$ cat src/rtl/fbi_pkg.sv
package fbi_pkg;
  // ----------------------------------------------------------------
  // Bus geometry
  // ----------------------------------------------------------------
  localparam int ADDR_W        = 22;       // Word address width
  localparam int DATA_W        = 16;       // Data pins width
  localparam int PAGE_LSB      = 3;        // Lowest page address bit
  localparam int BANK_LSB      = 19;       // Lowest bank select bit
  localparam int CLK_PERIOD_PS = 4000;     // System clock period

  // ----------------------------------------------------------------
  // Timing figures in picoseconds, plain defaults
  // ----------------------------------------------------------------
  localparam int ADDR_ACCESS_PS   = 70000;  // Address access time
  localparam int CS_ACCESS_PS     = 70000;  // Chip select access time
  localparam int PAGE_ACCESS_PS   = 25000;  // Page access time
  localparam int WRITE_PULSE_PS   = 35000;  // Write enable low time
  localparam int WRITE_RECOV_PS   = 20000;  // Write enable high recovery
  localparam int RESET_PULSE_PS   = 500000; // Reset pulse width
  localparam int RESET_TO_READ_PS = 50000;  // Reset high to read time
  localparam int RESET_READY_PS   = 20000000; // Reset recovery time

  // Least times round up to whole cycles
  function automatic int cyc_up(input int ps);
    return (ps + CLK_PERIOD_PS - 1) / CLK_PERIOD_PS;
  endfunction

  localparam int ADDR_ACCESS_CYC   = cyc_up(ADDR_ACCESS_PS);
  localparam int CS_ACCESS_CYC     = cyc_up(CS_ACCESS_PS);
  localparam int PAGE_ACCESS_CYC   = cyc_up(PAGE_ACCESS_PS);
  localparam int WRITE_PULSE_CYC   = cyc_up(WRITE_PULSE_PS);
  localparam int WRITE_RECOV_CYC   = cyc_up(WRITE_RECOV_PS);
  localparam int RESET_PULSE_CYC   = cyc_up(RESET_PULSE_PS);
  localparam int RESET_TO_READ_CYC = cyc_up(RESET_TO_READ_PS);
  localparam int RESET_READY_CYC   = cyc_up(RESET_READY_PS);

  // ----------------------------------------------------------------
  // Bank codes
  // ----------------------------------------------------------------
  localparam logic [1:0] BANK_A = 2'h0;
  localparam logic [1:0] BANK_B = 2'h1;
  localparam logic [1:0] BANK_C = 2'h2;
  localparam logic [1:0] BANK_D = 2'h3;

  // Controller states
  typedef enum logic [3:0] {
    FBI_RST_PULSE, FBI_RST_WAIT, FBI_IDLE, FBI_RD_WAIT, FBI_RD_DONE,
    FBI_WR_LOW, FBI_WR_HIGH
  } fbi_state_t;
endpackage

$ cat src/rtl/fbi_host.sv
`timescale 1ns/1ps
`default_nettype none

// What this block does
// (RL1) Reads: chip select, output enable low, write high
// (RL2) After reset, reads need no command
// (RL3) Banks read array until command written
// (RL4) Eight-word page: upper bits page, low index
// (RL5) New page or select toggle: full access
// (RL6) Reads allowed while other bank busy
// (RL7) Bank decoded from top three address bits
// (RL8) Writes: write enable, select low, output high
// (RL9) Short program mode takes two writes
// (RL10) Sector, multi-sector or chip erase possible
// (RL11) High voltage: short program, sectors unprotected
// (RL12) High voltage only while accelerating, else high
// (RL13) Autoselect reads use normal read timing
// (RL14) Standby outputs float regardless of output enable
// (RL15) Standby when select, reset high; full access
// (RL16) Deselect does not stop embedded operations
// (RL17) Auto sleep after stable address
// (RL18) Sleep keeps data; new address full access
// (RL19) Reset pulse aborts, floats outputs, array read
// (RL20) Host reissues operations cut by reset
// (RL21) Busy held low until reset recovery done
// (RL22) Wait reset-high-to-read before first read
// (RL23) Output enable high floats data pins
// (RL24) Protect pin low keeps boot sectors locked
// (RL25) Busy low while any embedded operation runs
module fbi_host
  import fbi_pkg::*;
#(
  parameter int RESET_PULSE_CYCLES = RESET_PULSE_CYC,  // Reset pulse length
  parameter int RESET_READY_CYCLES = RESET_READY_CYC   // Reset recovery bound, unused: the recovery wait has no limit
) (
  input  wire logic              clk_sys,        // System clock
  input  wire logic              arst_n,         // Async reset, active low
  // User side
  input  wire logic              req_valid,      // Access request
  input  wire logic              req_write,      // 1 write, 0 read
  input  wire logic [ADDR_W-1:0] req_addr,       // Word address
  input  wire logic [DATA_W-1:0] req_wdata,      // Write data
  input  wire logic              req_accel,      // Apply high voltage
  input  wire logic              req_reset,      // Pulse the device reset
  output logic                   req_ready,      // Request taken
  output logic                   rsp_valid,      // Access complete pulse
  output logic [DATA_W-1:0]      rsp_rdata,      // Read data
  output logic [1:0]             rsp_bank,       // Bank of the access
  output logic                   dev_busy,       // Device busy level
  // Device pins
  output logic                   chip_select_n,  // Chip select
  output logic                   output_en_n,    // Output enable
  output logic                   write_en_n,     // Write enable
  output logic                   dev_reset_n,    // Hardware reset
  output logic [ADDR_W-1:0]      addr_pins,      // Address
  input  wire logic [DATA_W-1:0] data_pins_i,    // Data in
  output logic [DATA_W-1:0]      data_pins_o,    // Data out
  output logic                   data_pins_oe,   // High while driving
  output logic                   accel_hv_en,    // High voltage on protect pin
  input  wire logic              ready_busy_n    // Busy, low active
);

  // ----------------------------------------------------------------
  // Helpers
  // ----------------------------------------------------------------
  // Bank from the top three address bits
  function automatic logic [1:0] bank_of(input logic [ADDR_W-1:0] a);
    logic [2:0] s;
    s = a[ADDR_W-1:BANK_LSB];
    if (s == 3'h0)      return BANK_A;  // RL7
    else if (s == 3'h7) return BANK_D;
    else if (s[2])      return BANK_C;
    else                return BANK_B;
  endfunction

  // Same page when the page address bits agree
  function automatic logic same_page(input logic [ADDR_W-1:0] a,
                                     input logic [ADDR_W-1:0] b);
    return a[ADDR_W-1:PAGE_LSB] == b[ADDR_W-1:PAGE_LSB];  // RL4
  endfunction

  localparam int CNT_W = 24;  // Wide enough for the reset pulse count

  // ----------------------------------------------------------------
  // State
  // ----------------------------------------------------------------
  fbi_state_t              st_q, st_d;          // Controller state
  logic [CNT_W-1:0]        cnt_q, cnt_d;        // Wait counter
  logic [ADDR_W-1:0]       addr_q, addr_d;      // Address on the pins
  logic [DATA_W-1:0]       wdat_q, wdat_d;      // Write data held
  logic [DATA_W-1:0]       rdat_q, rdat_d;      // Captured read data
  logic                    cs_n_q, cs_n_d;      // Chip select
  logic                    oe_n_q, oe_n_d;      // Output enable
  logic                    we_n_q, we_n_d;      // Write enable
  logic                    rst_n_q, rst_n_d;    // Device reset
  logic                    drv_q, drv_d;        // Data drive enable
  logic                    pg_ok_q, pg_ok_d;    // Open page is valid
  logic                    vld_q, vld_d;        // Response pulse
  logic                    acc_q, acc_d;        // High voltage request
  logic [7:0]              age_q, age_d;        // Check helper: cycles the page stood selected

  // ----------------------------------------------------------------
  // Next state
  // ----------------------------------------------------------------
  always_comb begin
    st_d    = st_q;
    cnt_d   = (cnt_q != '0) ? cnt_q - 1'b1 : cnt_q;
    addr_d  = addr_q;
    wdat_d  = wdat_q;
    rdat_d  = rdat_q;
    cs_n_d  = cs_n_q;
    oe_n_d  = oe_n_q;
    we_n_d  = we_n_q;
    rst_n_d = rst_n_q;
    drv_d   = drv_q;
    pg_ok_d = pg_ok_q;
    vld_d   = 1'b0;
    // High voltage only on request, while not resetting; RL12 RL11
    acc_d   = req_accel && (st_q != FBI_RST_PULSE);
    unique case (st_q)
      FBI_RST_PULSE: begin
        // Hold reset low for the pulse width; outputs float
        rst_n_d = 1'b0;  // RL19
        cs_n_d  = 1'b1;
        oe_n_d  = 1'b1;
        we_n_d  = 1'b1;
        drv_d   = 1'b0;
        pg_ok_d = 1'b0;
        if (cnt_q == '0) begin
          rst_n_d = 1'b1;
          st_d    = FBI_RST_WAIT;
          cnt_d   = CNT_W'(RESET_TO_READ_CYC);
        end
      end
      FBI_RST_WAIT: begin
        // Wait reset-to-read, and for busy to clear, with no time limit
        if (cnt_q == '0 && ready_busy_n) begin  // RL22 RL21
          st_d = FBI_IDLE;
        end
      end
      FBI_IDLE: begin
        if (req_reset) begin
          st_d  = FBI_RST_PULSE;
          cnt_d = CNT_W'(RESET_PULSE_CYCLES);  // Pin falls a cycle later, full width
        end else if (req_valid && req_write) begin
          // Command write: select and write low, output high; RL8 RL3 RL9 RL10
          addr_d  = req_addr;
          wdat_d  = req_wdata;
          cs_n_d  = 1'b0;
          oe_n_d  = 1'b1;
          we_n_d  = 1'b0;
          drv_d   = 1'b1;
          pg_ok_d = 1'b0;
          cnt_d   = CNT_W'(WRITE_PULSE_CYC - 1);
          st_d    = FBI_WR_LOW;
        end else if (req_valid) begin
          // Read: select and output low, write high; RL1 RL2 RL13
          // Page hit only while selected on the same page; RL5 RL15 RL18
          if (pg_ok_q && !cs_n_q && same_page(req_addr, addr_q))
            cnt_d = CNT_W'(PAGE_ACCESS_CYC - 1);
          else
            cnt_d = CNT_W'(((ADDR_ACCESS_CYC > CS_ACCESS_CYC) ?
                            ADDR_ACCESS_CYC : CS_ACCESS_CYC) - 1);
          addr_d = req_addr;
          cs_n_d = 1'b0;
          oe_n_d = 1'b0;
          we_n_d = 1'b1;
          drv_d  = 1'b0;
          st_d   = FBI_RD_WAIT;
        end else begin
          // Nothing queued: drop to standby, page closes; RL15 RL14
          cs_n_d  = 1'b1;
          oe_n_d  = 1'b1;
          pg_ok_d = 1'b0;
        end
      end
      FBI_RD_WAIT: begin
        if (cnt_q == '0) begin
          rdat_d  = data_pins_i;
          vld_d   = 1'b1;
          pg_ok_d = 1'b1;
          st_d    = FBI_RD_DONE;
        end
      end
      FBI_RD_DONE: begin
        // Keep selected one cycle so a back-to-back page read hits
        st_d = FBI_IDLE;
      end
      FBI_WR_LOW: begin
        if (cnt_q == '0) begin
          we_n_d = 1'b1;  // Data latched on rising write enable
          cnt_d  = CNT_W'(WRITE_RECOV_CYC - 1);
          st_d   = FBI_WR_HIGH;
        end
      end
      FBI_WR_HIGH: begin
        if (cnt_q == '0) begin
          drv_d  = 1'b0;
          cs_n_d = 1'b1;
          vld_d  = 1'b1;
          st_d   = FBI_IDLE;
        end
      end
      default: st_d = FBI_IDLE;
    endcase
    age_d = (cs_n_q || !same_page(addr_d, addr_q)) ? 8'h00 :
            (age_q == 8'hff) ? age_q : age_q + 8'h01;
  end

  // ----------------------------------------------------------------
  // Registers
  // ----------------------------------------------------------------
  always_ff @(posedge clk_sys or negedge arst_n) begin
    if (!arst_n) begin
      st_q    <= FBI_RST_PULSE;
      cnt_q   <= CNT_W'(RESET_PULSE_CYCLES - 1);
      addr_q  <= '0;
      wdat_q  <= '0;
      rdat_q  <= '0;
      cs_n_q  <= 1'b1;
      oe_n_q  <= 1'b1;
      we_n_q  <= 1'b1;
      rst_n_q <= 1'b0;
      drv_q   <= 1'b0;
      pg_ok_q <= 1'b0;
      vld_q   <= 1'b0;
      acc_q   <= 1'b0;
      age_q   <= 8'h00;
    end else begin
      st_q    <= st_d;
      cnt_q   <= cnt_d;
      addr_q  <= addr_d;
      wdat_q  <= wdat_d;
      rdat_q  <= rdat_d;
      cs_n_q  <= cs_n_d;
      oe_n_q  <= oe_n_d;
      we_n_q  <= we_n_d;
      rst_n_q <= rst_n_d;
      drv_q   <= drv_d;
      pg_ok_q <= pg_ok_d;
      vld_q   <= vld_d;
      acc_q   <= acc_d;
      age_q   <= age_d;
    end
  end

  // ----------------------------------------------------------------
  // Outputs
  // ----------------------------------------------------------------
  assign req_ready     = (st_q == FBI_IDLE) && !req_reset;
  assign rsp_valid     = vld_q;
  assign rsp_rdata     = rdat_q;
  assign rsp_bank      = bank_of(addr_q);  // RL6
  assign dev_busy      = !ready_busy_n;    // RL25 RL16
  assign chip_select_n = cs_n_q;
  assign output_en_n   = oe_n_q;
  assign write_en_n    = we_n_q;
  assign dev_reset_n   = rst_n_q;
  assign addr_pins     = addr_q;           // RL17 RL18
  assign data_pins_o   = wdat_q;
  assign data_pins_oe  = drv_q;
  assign accel_hv_en   = acc_q;            // RL11 RL24

  // ----------------------------------------------------------------
  // Checks
  // ----------------------------------------------------------------
  a_read_pins: assert property (@(posedge clk_sys) disable iff (!arst_n) // RL1
    (!oe_n_q) |-> (!cs_n_q && we_n_q))
    else $error("read strobes wrong");
  a_write_pins: assert property (@(posedge clk_sys) disable iff (!arst_n) // RL8
    (!we_n_q) |-> (!cs_n_q && oe_n_q && drv_q))
    else $error("write strobes wrong");
  a_no_contend: assert property (@(posedge clk_sys) disable iff (!arst_n) // RL23
    drv_q |-> oe_n_q)
    else $error("host drives while device may");
  a_reset_float: assert property (@(posedge clk_sys) disable iff (!arst_n) // RL19
    (!rst_n_q) |-> (cs_n_q && oe_n_q && we_n_q && !drv_q && !acc_q))
    else $error("strobes active during reset");
  a_reset_width: assert property (@(posedge clk_sys) disable iff (!arst_n) // RL19
    $fell(rst_n_q) |-> (!rst_n_q) [*8])
    else $error("reset pulse too short");
  a_reset_read: assert property (@(posedge clk_sys) disable iff (!arst_n) // RL22
    $fell(oe_n_q) |-> $past(rst_n_q, RESET_TO_READ_CYC))
    else $error("read too soon after reset");
  a_read_time: assert property (@(posedge clk_sys) disable iff (!arst_n) // RL5
    (rsp_valid && !oe_n_q) |-> (age_q >= ADDR_ACCESS_CYC))
    else $error("full access cut short");
  a_page_time: assert property (@(posedge clk_sys) disable iff (!arst_n) // RL4
    (st_q == FBI_IDLE && req_valid && !req_write && !req_reset &&
     pg_ok_q && !cs_n_q && same_page(req_addr, addr_q))
    |=> ##7 rsp_valid)
    else $error("page access wrong length");
  a_bank_map: assert property (@(posedge clk_sys) disable iff (!arst_n) // RL7
    (addr_q[ADDR_W-1:BANK_LSB] == 3'h5) |-> (rsp_bank == BANK_C))
    else $error("bank decode wrong");
  a_standby: assert property (@(posedge clk_sys) disable iff (!arst_n) // RL15
    (cs_n_q && rst_n_q) |-> (!drv_q && oe_n_q && we_n_q))
    else $error("standby with strobes");
endmodule

`default_nettype wire

$ cat config.mk
export PLATFORM = sky130hd
export DESIGN_NAME = fbi_host
export DESIGN_NICKNAME = d
export VERILOG_FILES = /design/src/rtl/fbi_pkg.sv /design/src/rtl/fbi_host.sv
export SDC_FILE = /design/constraint.sdc
export NUM_CORES = 1
export LEC_CHECK = 0
export BUFFER_PORTS_ARGS = -buffer_cell sky130_fd_sc_hd__buf_2
export CAP_MARGIN = 20
export CORE_UTILIZATION = 25
export CTS_CLUSTER_SIZE = 10
export DETAILED_ROUTE_END_ITERATION = 10
export PLACE_DENSITY = 0.53
export RECOVER_POWER = 50
export SLEW_MARGIN = 20
export SYNTH_ARGS = -nofsm -noshare
export SYNTH_HDL_FRONTEND = slang
export SYNTH_SLANG_ARGS = --single-unit
$ cat constraint.sdc
create_clock -name clk_sys -period 3.7 [get_ports clk_sys]
set_input_delay 0.74 -clock clk_sys [delete_from_list [all_inputs] [get_ports clk_sys]]
set_output_delay 0.74 -clock clk_sys [all_outputs]
set_load 0.005 [all_outputs]
==> summary.md, run 1 <==
| Metric | Value |
|---|---|
| Slew HR | `-61.15%` |
| Slowest cell on the critical path | `or4_4` |
| DRC errors left | `0` |
| Drt first pass iters | `4` |
| Synthesized area per cell | `approximately 12 um^2` |
| Largest family of logic cells by synthesized area | `multiplexers` |
| Sequential share of the synthesized area | `53.21%` |
| Core area | `about 17000 um^2` |
| Fraction of synthesized area in multiplexers | `roughly 15%` |
| Outcome | `finished with violations` |
| Flop-to-flop setup slack | `approximately 0.58 ns` |
| Critical R2R Launch | `cnt_q[8]` |
| Post-Place Cells | `about 690` |
| Adder-cell share of the synthesized area | `1.429%` |
| TritonCTS Buffers | `9` |
| Global route total overflow | `0` |
| Max IR drop VDD | `~0.27 mV` |
| DRT antenna net count | `0` |
| Die area | `17340 um^2` |
| Reg2reg end | `rsp_rdata[5]` |
| Hold Crit Class | `reg2reg` |
| Number of port buffers | `125` |
| Wirelength, routed | `approximately 9500 um` |
| R2R depth | `6` |
| Die height | `~130 um` |
| CTS Hold Bufs | `0` |
| Clock root cell | `clkbuf_16` |
| Synth top area cells | `dfrtp_1 (48%), mux2_2 (15%), dfstp_2 (5.0%), xnor2_1 (4.4%), xor2_1 (3.5%)` |
| Setup_tns | `0 ns` |
| Iteration-0 DRC Markers | `207` |
| Post-cts sizing count | `0` |
| Top cell type's share of synthesized area | `~48%` |
| Commonest cells post-synth | `dfrtp_1 (81), mux2_2 (55), nor2_1 (33)` |
| Final hold violations | `0` |
| YS warnings | `0` |
| Area fraction in compound gates after synthesis | `under 10%` |
| Syn nets | `422` |
| Violated checks | `capacitance limit, slew limit` |
| Chip width | `approximately 130 um` |
| Crit path max fanout | `17` |
| Fmax | `320.8 MHz` |
| Vias in the first global route | `3249` |
| Worst setup path endpoint | `rsp_rdata[5]` |
| Count of cell types in the netlist | `50` |
| Hold wc startpoint | `rsp_rdata[15]` |
| Crit share post-route | `84.26%` |
| CP max stage delay | `0.56 ns` |
| FP Rows | `47` |
| Worst EP arrival | `between 3 and 4 ns` |
| XOR/XNOR share of the synthesized area | `7.917%` |
| Kind of critical path | `reg2reg` |
| Final RePlAce weighted congestion | `0.7918` |
| Post-synth EDFFs | `0` |
| Max Slew Vio Count | `46` |
| Element type at the critical path start | `flop` |
| CTS max path bufs | `2` |
| Nets | `548` |
| RSZ-0062 raised after global routing | `false` |
| Clock transition at path regs | `0.07 ns` |
| Asr flop ratio synth | `100.0%` |
| Fin cells | `708` |
| Min cycle time layout | `3.118 ns` |
| Synth Area in Simple Gates | `around 12%` |
| Most Frequent Cell on Critical Path | `or4_4` |
| Initial Util | `25.44%` |
| GRT Resource Usage Total | `11.67%` |
| Final core utilization | `32.39%` |
| Crit. Startpoint | `cnt_q[8]` |
| # setup viols final | `0` |
| Tot Pwr | `approximately 0.0031 W` |
| Max-cap violations | `1` |
| Routed via count | `3178` |
| Count leader, synth | `dfrtp_1` |
| Cell Chain, Critical Path | `or4_4 > or4_4 > nor2_1 > buf_4 > nand4_2 > mux2_2` |
| Critical path required time | `about 3.9 ns` |
| Worst slew pin tran | `between 2 and 2.5 ns` |
| Main synth FF type | `dfrtp_1` |
| Postcts setup bufs | `0` |
| P_leak | `~2.5 nW` |
| Worst Hold Slack | `0.5014 ns` |
| Global-route wire length before repair | `16120 um` |
| CP endpoint kind | `flop` |
| Synth area leader | `dfrtp_1` |
| Synth-to-layout area growth | `27.32%` |
| Initial antenna violation count | `0` |
| H-tree depth | `3` |
| Layout Skew | `0.01243 ns` |
| Mapped cell area | `around 4200 um^2` |
| Cell Pwr Density | `around 580 nW/um^2` |
| HPWL after DPL | `6996 um` |
| Register bit total from synthesis | `between 80 and 90` |
| Share of layout cells above drive strength 1 | `42.21%` |
| # IOs | `around 130` |
| Largest net degree at the start of global routing | `46` |
| Clk Latency, worst-skew pair | `~0.34 ns` |
| Clock sinks | `just under 90` |
| Ant diodes | `0` |
| Via density | `4.489` |
| WL per Instance | `13.48 um` |
| Gate Count Post-Synth | `357` |
| TritonCTS clock tree | `yes` |
-- worst min path at each step --
stage	endpoint	slack [ns]	cells past startpoint
3_3_place_gp	rsp_rdata[5]	0.48	1
3_5_place_dp	rsp_rdata[15]	0.49	1
6_report	rsp_rdata[15]	0.50	1
2_1_floorplan	accel_hv_en	0.44	0
5_1_grt	data_pins_o[8]	0.52	1
4_1_cts	data_pins_o[7]	0.42	1
-- critical path: cells and delay by family, from the launching register on --
family                 cells  cell delay, ns
multiplexers               1            0.46
flip-flops                 1            0.41
AND/OR/NAND/NOR            4            1.82
buffers and inverters      1            0.29
-- area by class of cell --
| class | count | area (um^2) |
|---|---|---|
| sequential | 89 | 2237 |
| clock buffer | 11 | 242.7 |
| clock inverter | 5 | 56.30 |
| timing repair buffer | 130 | 646.9 |
| inverter | 7 | 26.28 |
| fill | 1699 | 11170 |
| tap | 220 | 275.3 |
| multi-input combinational | 246 | 1868 |
-- kinds of logic after synthesis --
kind of cell | Yosys count
multiplexers | 55
flip-flops | 89
AO/OA/AOI/OAI | 50
adder cells (fa/ha/maj) | 5
AND/OR/NAND/NOR | 98
buffers and inverters | 22
XOR/XNOR | 38
-- per-stage QoR --
stage | worst slack (ns) | cell area [um^2]
2_1_floorplan | 1.012 | 4204
3_5_place_dp | 0.5419 | 5072
6_report | 0.5824 | 5353
5_1_grt | 0.2351 | 5353
4_1_cts | 0.5252 | 5371
3_3_place_gp | 0.6590 | 5072
-- sequential cells by signal, summed over array words and instances, names as in the netlist --
| register | count |
|---|---|
| st_q | 3 |
| accel_hv_en | 1 |
| cnt_q | 24 |
| dev_reset_n | 1 |
| rsp_rdata | 16 |
| rsp_valid | 1 |
| data_pins_oe | 1 |
| write_en_n | 1 |
| chip_select_n | 1 |
| output_en_n | 1 |
| pg_ok_q | 1 |
| data_pins_o | 16 |
| addr_pins | 22 |
-- report_power, final --
| part | internal (W) | switching, W | total [W] |
|---|---|---|---|
| Sequential | 0.00119 | 0.000196 | 0.00139 |
| Combinational | 0.000401 | 0.000377 | 0.000779 |
| Clock | 0.000541 | 0.000374 | 0.000915 |
| Total | 0.00214 | 0.000947 | 0.00308 |
-- layer usage --
layer / part of all wire (%) / global-route usage, %
met2: 48 / 18.96
met1: 44 / 14.03
met3: 7.7 / 4.861
met4: 0.84 / 3.359
met5: 0 / 0
-- placed cells by master (no fill, tap or decap), types with 2 or more instances in the layout --
cell type and count:
xor2_1 17, nor2_1 33, buf_2 116, o211ai_1 2
o21a_1 3, dfrtp_1 81, a31oi_1 4, clkbuf_2 2
o21ai_0 11, mux2_2 55, a22oi_1 2, dfstp_2 8
nor2b_1 2, nand4_1 3, ha_1 4, or3b_1 2
nor4_1 9, o22ai_1 2, a21oi_1 13, nand2_1 12
xnor2_1 21, clkinv_2 2, nor3_1 10, clkbuf_16 9
or4_1 4, or4_4 2, buf_4 3, nand2b_1 4
or3_1 3, a22o_1 3, clkbuf_1 10, nand3_1 7
inv_1 6
Power figures use the tool's default switching activity.
==> inputs of run 2 (changes only) <==
--- a/config.mk
+++ b/config.mk
@@ -10,7 +10,7 @@
 export CORE_UTILIZATION = 25
 export CTS_CLUSTER_SIZE = 10
 export DETAILED_ROUTE_END_ITERATION = 10
-export PLACE_DENSITY = 0.53
+export PLACE_DENSITY = 0.54
 export RECOVER_POWER = 50
 export SLEW_MARGIN = 20
 export SYNTH_ARGS = -nofsm -noshare
==> constraint.sdc (replaced) <==
create_clock -name clk_sys -period 2.8 [get_ports clk_sys]
set_input_delay 0.56 -clock clk_sys [delete_from_list [all_inputs] [get_ports clk_sys]]
set_output_delay 0.56 -clock clk_sys [all_outputs]
set_load 0.005 [all_outputs]
==> run 2 against run 1 <==
Compared with the run above:
- the flow now finishes without violations
- sequential share of layout area down 0.57 points
- register-to-register slack worse by 0.47 ns
- power rose by 36%
- clock-buffer cell count down 2
- utilization up 0.45 points
- sequential cell count unchanged
- non-clock buffer count up 4
- routed wire length shrank 0.56%
- global-route usage shrank 0.18 points
- clock power grew 44%
- hold slack lost 0.069 ns
- critical path depth rose by 1
==> summary.md, run 2 (synthesis results as in run 1) <==
| Metric | Value |
|---|---|
| Outcome | `finished, final reports clean` |
| FP Rows | `47` |
| Synth-to-layout area growth | `29.08%` |
| Share of layout cells above drive strength 1 | `43.50%` |
| DRT antenna net count | `0` |
| Nets | `552` |
| Global route total overflow | `0` |
| Cell Chain, Critical Path | `or4_4 > or4_4 > nor2_2 > buf_4 > nand4_2 > buf_4 > mux2_2` |
| Crit. Startpoint | `cnt_q[8]` |
| Largest net degree at the start of global routing | `46` |
| Most flop-heavy register | `cnt_q` |
| TritonCTS Buffers | `9` |
| Max-cap violations | `0` |
| Slowest cell on the critical path | `or4_4` |
| Chip width | `131.7 um` |
| Min cycle time layout | `2.690 ns` |
| Worst Hold Slack | `between 0.4 and 0.5 ns` |
| Sum of buffers and inverters on the critical path | `2` |
| Crit share post-route | `96.07%` |
| Flop-to-flop setup slack | `0.11 ns` |
| RSZ-0062 raised after global routing | `true` |
| Max reg flops | `24` |
| P_leak | `2.557 nW` |
| R2R depth | `7` |
| DRC errors left | `0` |
| Area occupied by multi-input gates | `approximately 1900 um^2` |
| CP endpoint kind | `flop` |
| Die height | `131.7 um` |
| WL per Instance | `around 13 um` |
| Commonest non-fill, non-tap cell in the layout | `buf_2` |
| Max Slew Vio Count | `0` |
| Final hold violations | `0` |
| Ant diodes | `0` |
| Commonest non-fill, non-tap cells in the layout | `buf_2 (115), dfrtp_1 (81), mux2_2 (55)` |
| Worst Slack Setup Final | `~0.11 ns` |
| TritonCTS clock tree | `yes` |
| Vias in the first global route | `3342` |
| Fmax | `371.7 MHz` |
| Critical R2R Launch | `cnt_q[8]` |
| # setup viols final | `0` |
| Initial antenna violation count | `0` |
| Die area | `17340 um^2` |
| Clock transition at path regs | `0.07 ns` |
| Hold Crit Class | `in2async` |
| Max IR drop VDD | `0.3587 mV` |
| Global-route wire length before repair | `roughly 16000 um` |
| Register area | `between 2000 and 2500 um^2` |
| Clock sinks | `89` |
| GRT Resource Usage Total | `11.49%` |
| # IOs | `126` |
| Iteration-0 DRC Markers | `183` |
| Layout Skew | `0.01048 ns` |
| Reg2reg end | `rsp_rdata[15]` |
| Wirelength, routed | `9490 um` |
| Routed via count | `between 3k and 4k` |
| Slew HR | `a little under a quarter` |
| Via density | `around 4.5` |
| Kind of critical path | `reg2reg` |
| Crit path max fanout | `20` |
| Number of port buffers | `125` |
| Drt first pass iters | `4` |
| Cell Pwr Density | `774.6 nW/um^2` |
| Core area | `~17000 um^2` |
| # fillers | `1688` |
| Element type at the critical path start | `flop` |
| Final RePlAce weighted congestion | `0.8546` |
| HPWL after DPL | `6963 um` |
| Worst slew pin tran | `roughly 1.1 ns` |
| CP max stage delay | `roughly 0.55 ns` |
| Clock root cell | `clkbuf_16` |
| H-tree depth | `3` |
| Worst EP arrival | `2.92 ns` |
| Postcts setup bufs | `0` |
| CP top delay family | `simple AND/OR/NAND/NOR gates` |
| Post-Place Worst Slack | `0.08859 ns` |
| Critical path required time | `3.03 ns` |
| Clk Latency, worst-skew pair | `0.35 ns` |
| CTS max path bufs | `2` |
| Initial Util | `25.44%` |
## run 2: cell types whose count changed in the layout (fill, tap and decap cells not counted), sizes merged
| cell | change |
|---|---|
| inv | +2 |
| clkbuf | -1 |
| buf | +3 |
| clkinv | -1 |
| bufinv | +1 |
## run 2: metrics by stage
stage / total power [W] / util, % / TNS, ns / instances / instance area [um^2]
6_report: 0.004203 / 32.84 / 0 / 712 / 5426
5_1_grt: 0.004485 / 32.84 / -0.002949 / 712 / 5426
4_1_cts: 0.004272 / 32.93 / 0 / 712 / 5441
3_5_place_dp: 0.002918 / 30.95 / 0 / 696 / 5115
3_3_place_gp: 0.002884 / 30.95 / 0 / 696 / 5115
2_1_floorplan: 0.002523 / - / 0 / 357 / 4204
## run 2: power by group
group          total, W  switching (W)  internal (W)
Combinational   0.00108       0.000532      0.000543
Clock           0.00132       0.000525      0.000791
Sequential      0.00181       0.000233       0.00158
## run 2: final cells by class
cell class | count | share of cell area, %
inverters | 7 | 0.4842
clock buffers | 9 | 4.150
flip-flops and latches | 89 | 41.23
clock inverters | 7 | 1.868
well taps | 220 | 5.073
multi-input cells | 246 | 34.52
repair buffers | 134 | 12.68
## run 2: how the worst max path moves through the flow
| stage | to | cells past startpoint |
|---|---|---|
| detailed placement | cnt_q[19] | 8 |
| global placement | cnt_q[0] | 9 |
| floorplan | cnt_q[0] | 10 |
| CTS | cnt_q[21] | 8 |
| finish | rsp_rdata[15] | 7 |
| global route | cnt_q[21] | 8 |
## run 2: timing repair
item	CTS	global route
gates resized for setup	0	4
endpoints found under the setup margin	0	19
hold buffers	0	0
## run 2: routing by layer
layer	global-route usage [%]	routed length [um]	part of all wire, %	vias to the layer above
met1	14.10	4315	45	1556
met2	18.20	4408	46	108
met5	0	0	0	-
li1	-	-	-	1533
met3	4.630	685	7.2	9
met4	3.876	81	0.85	0
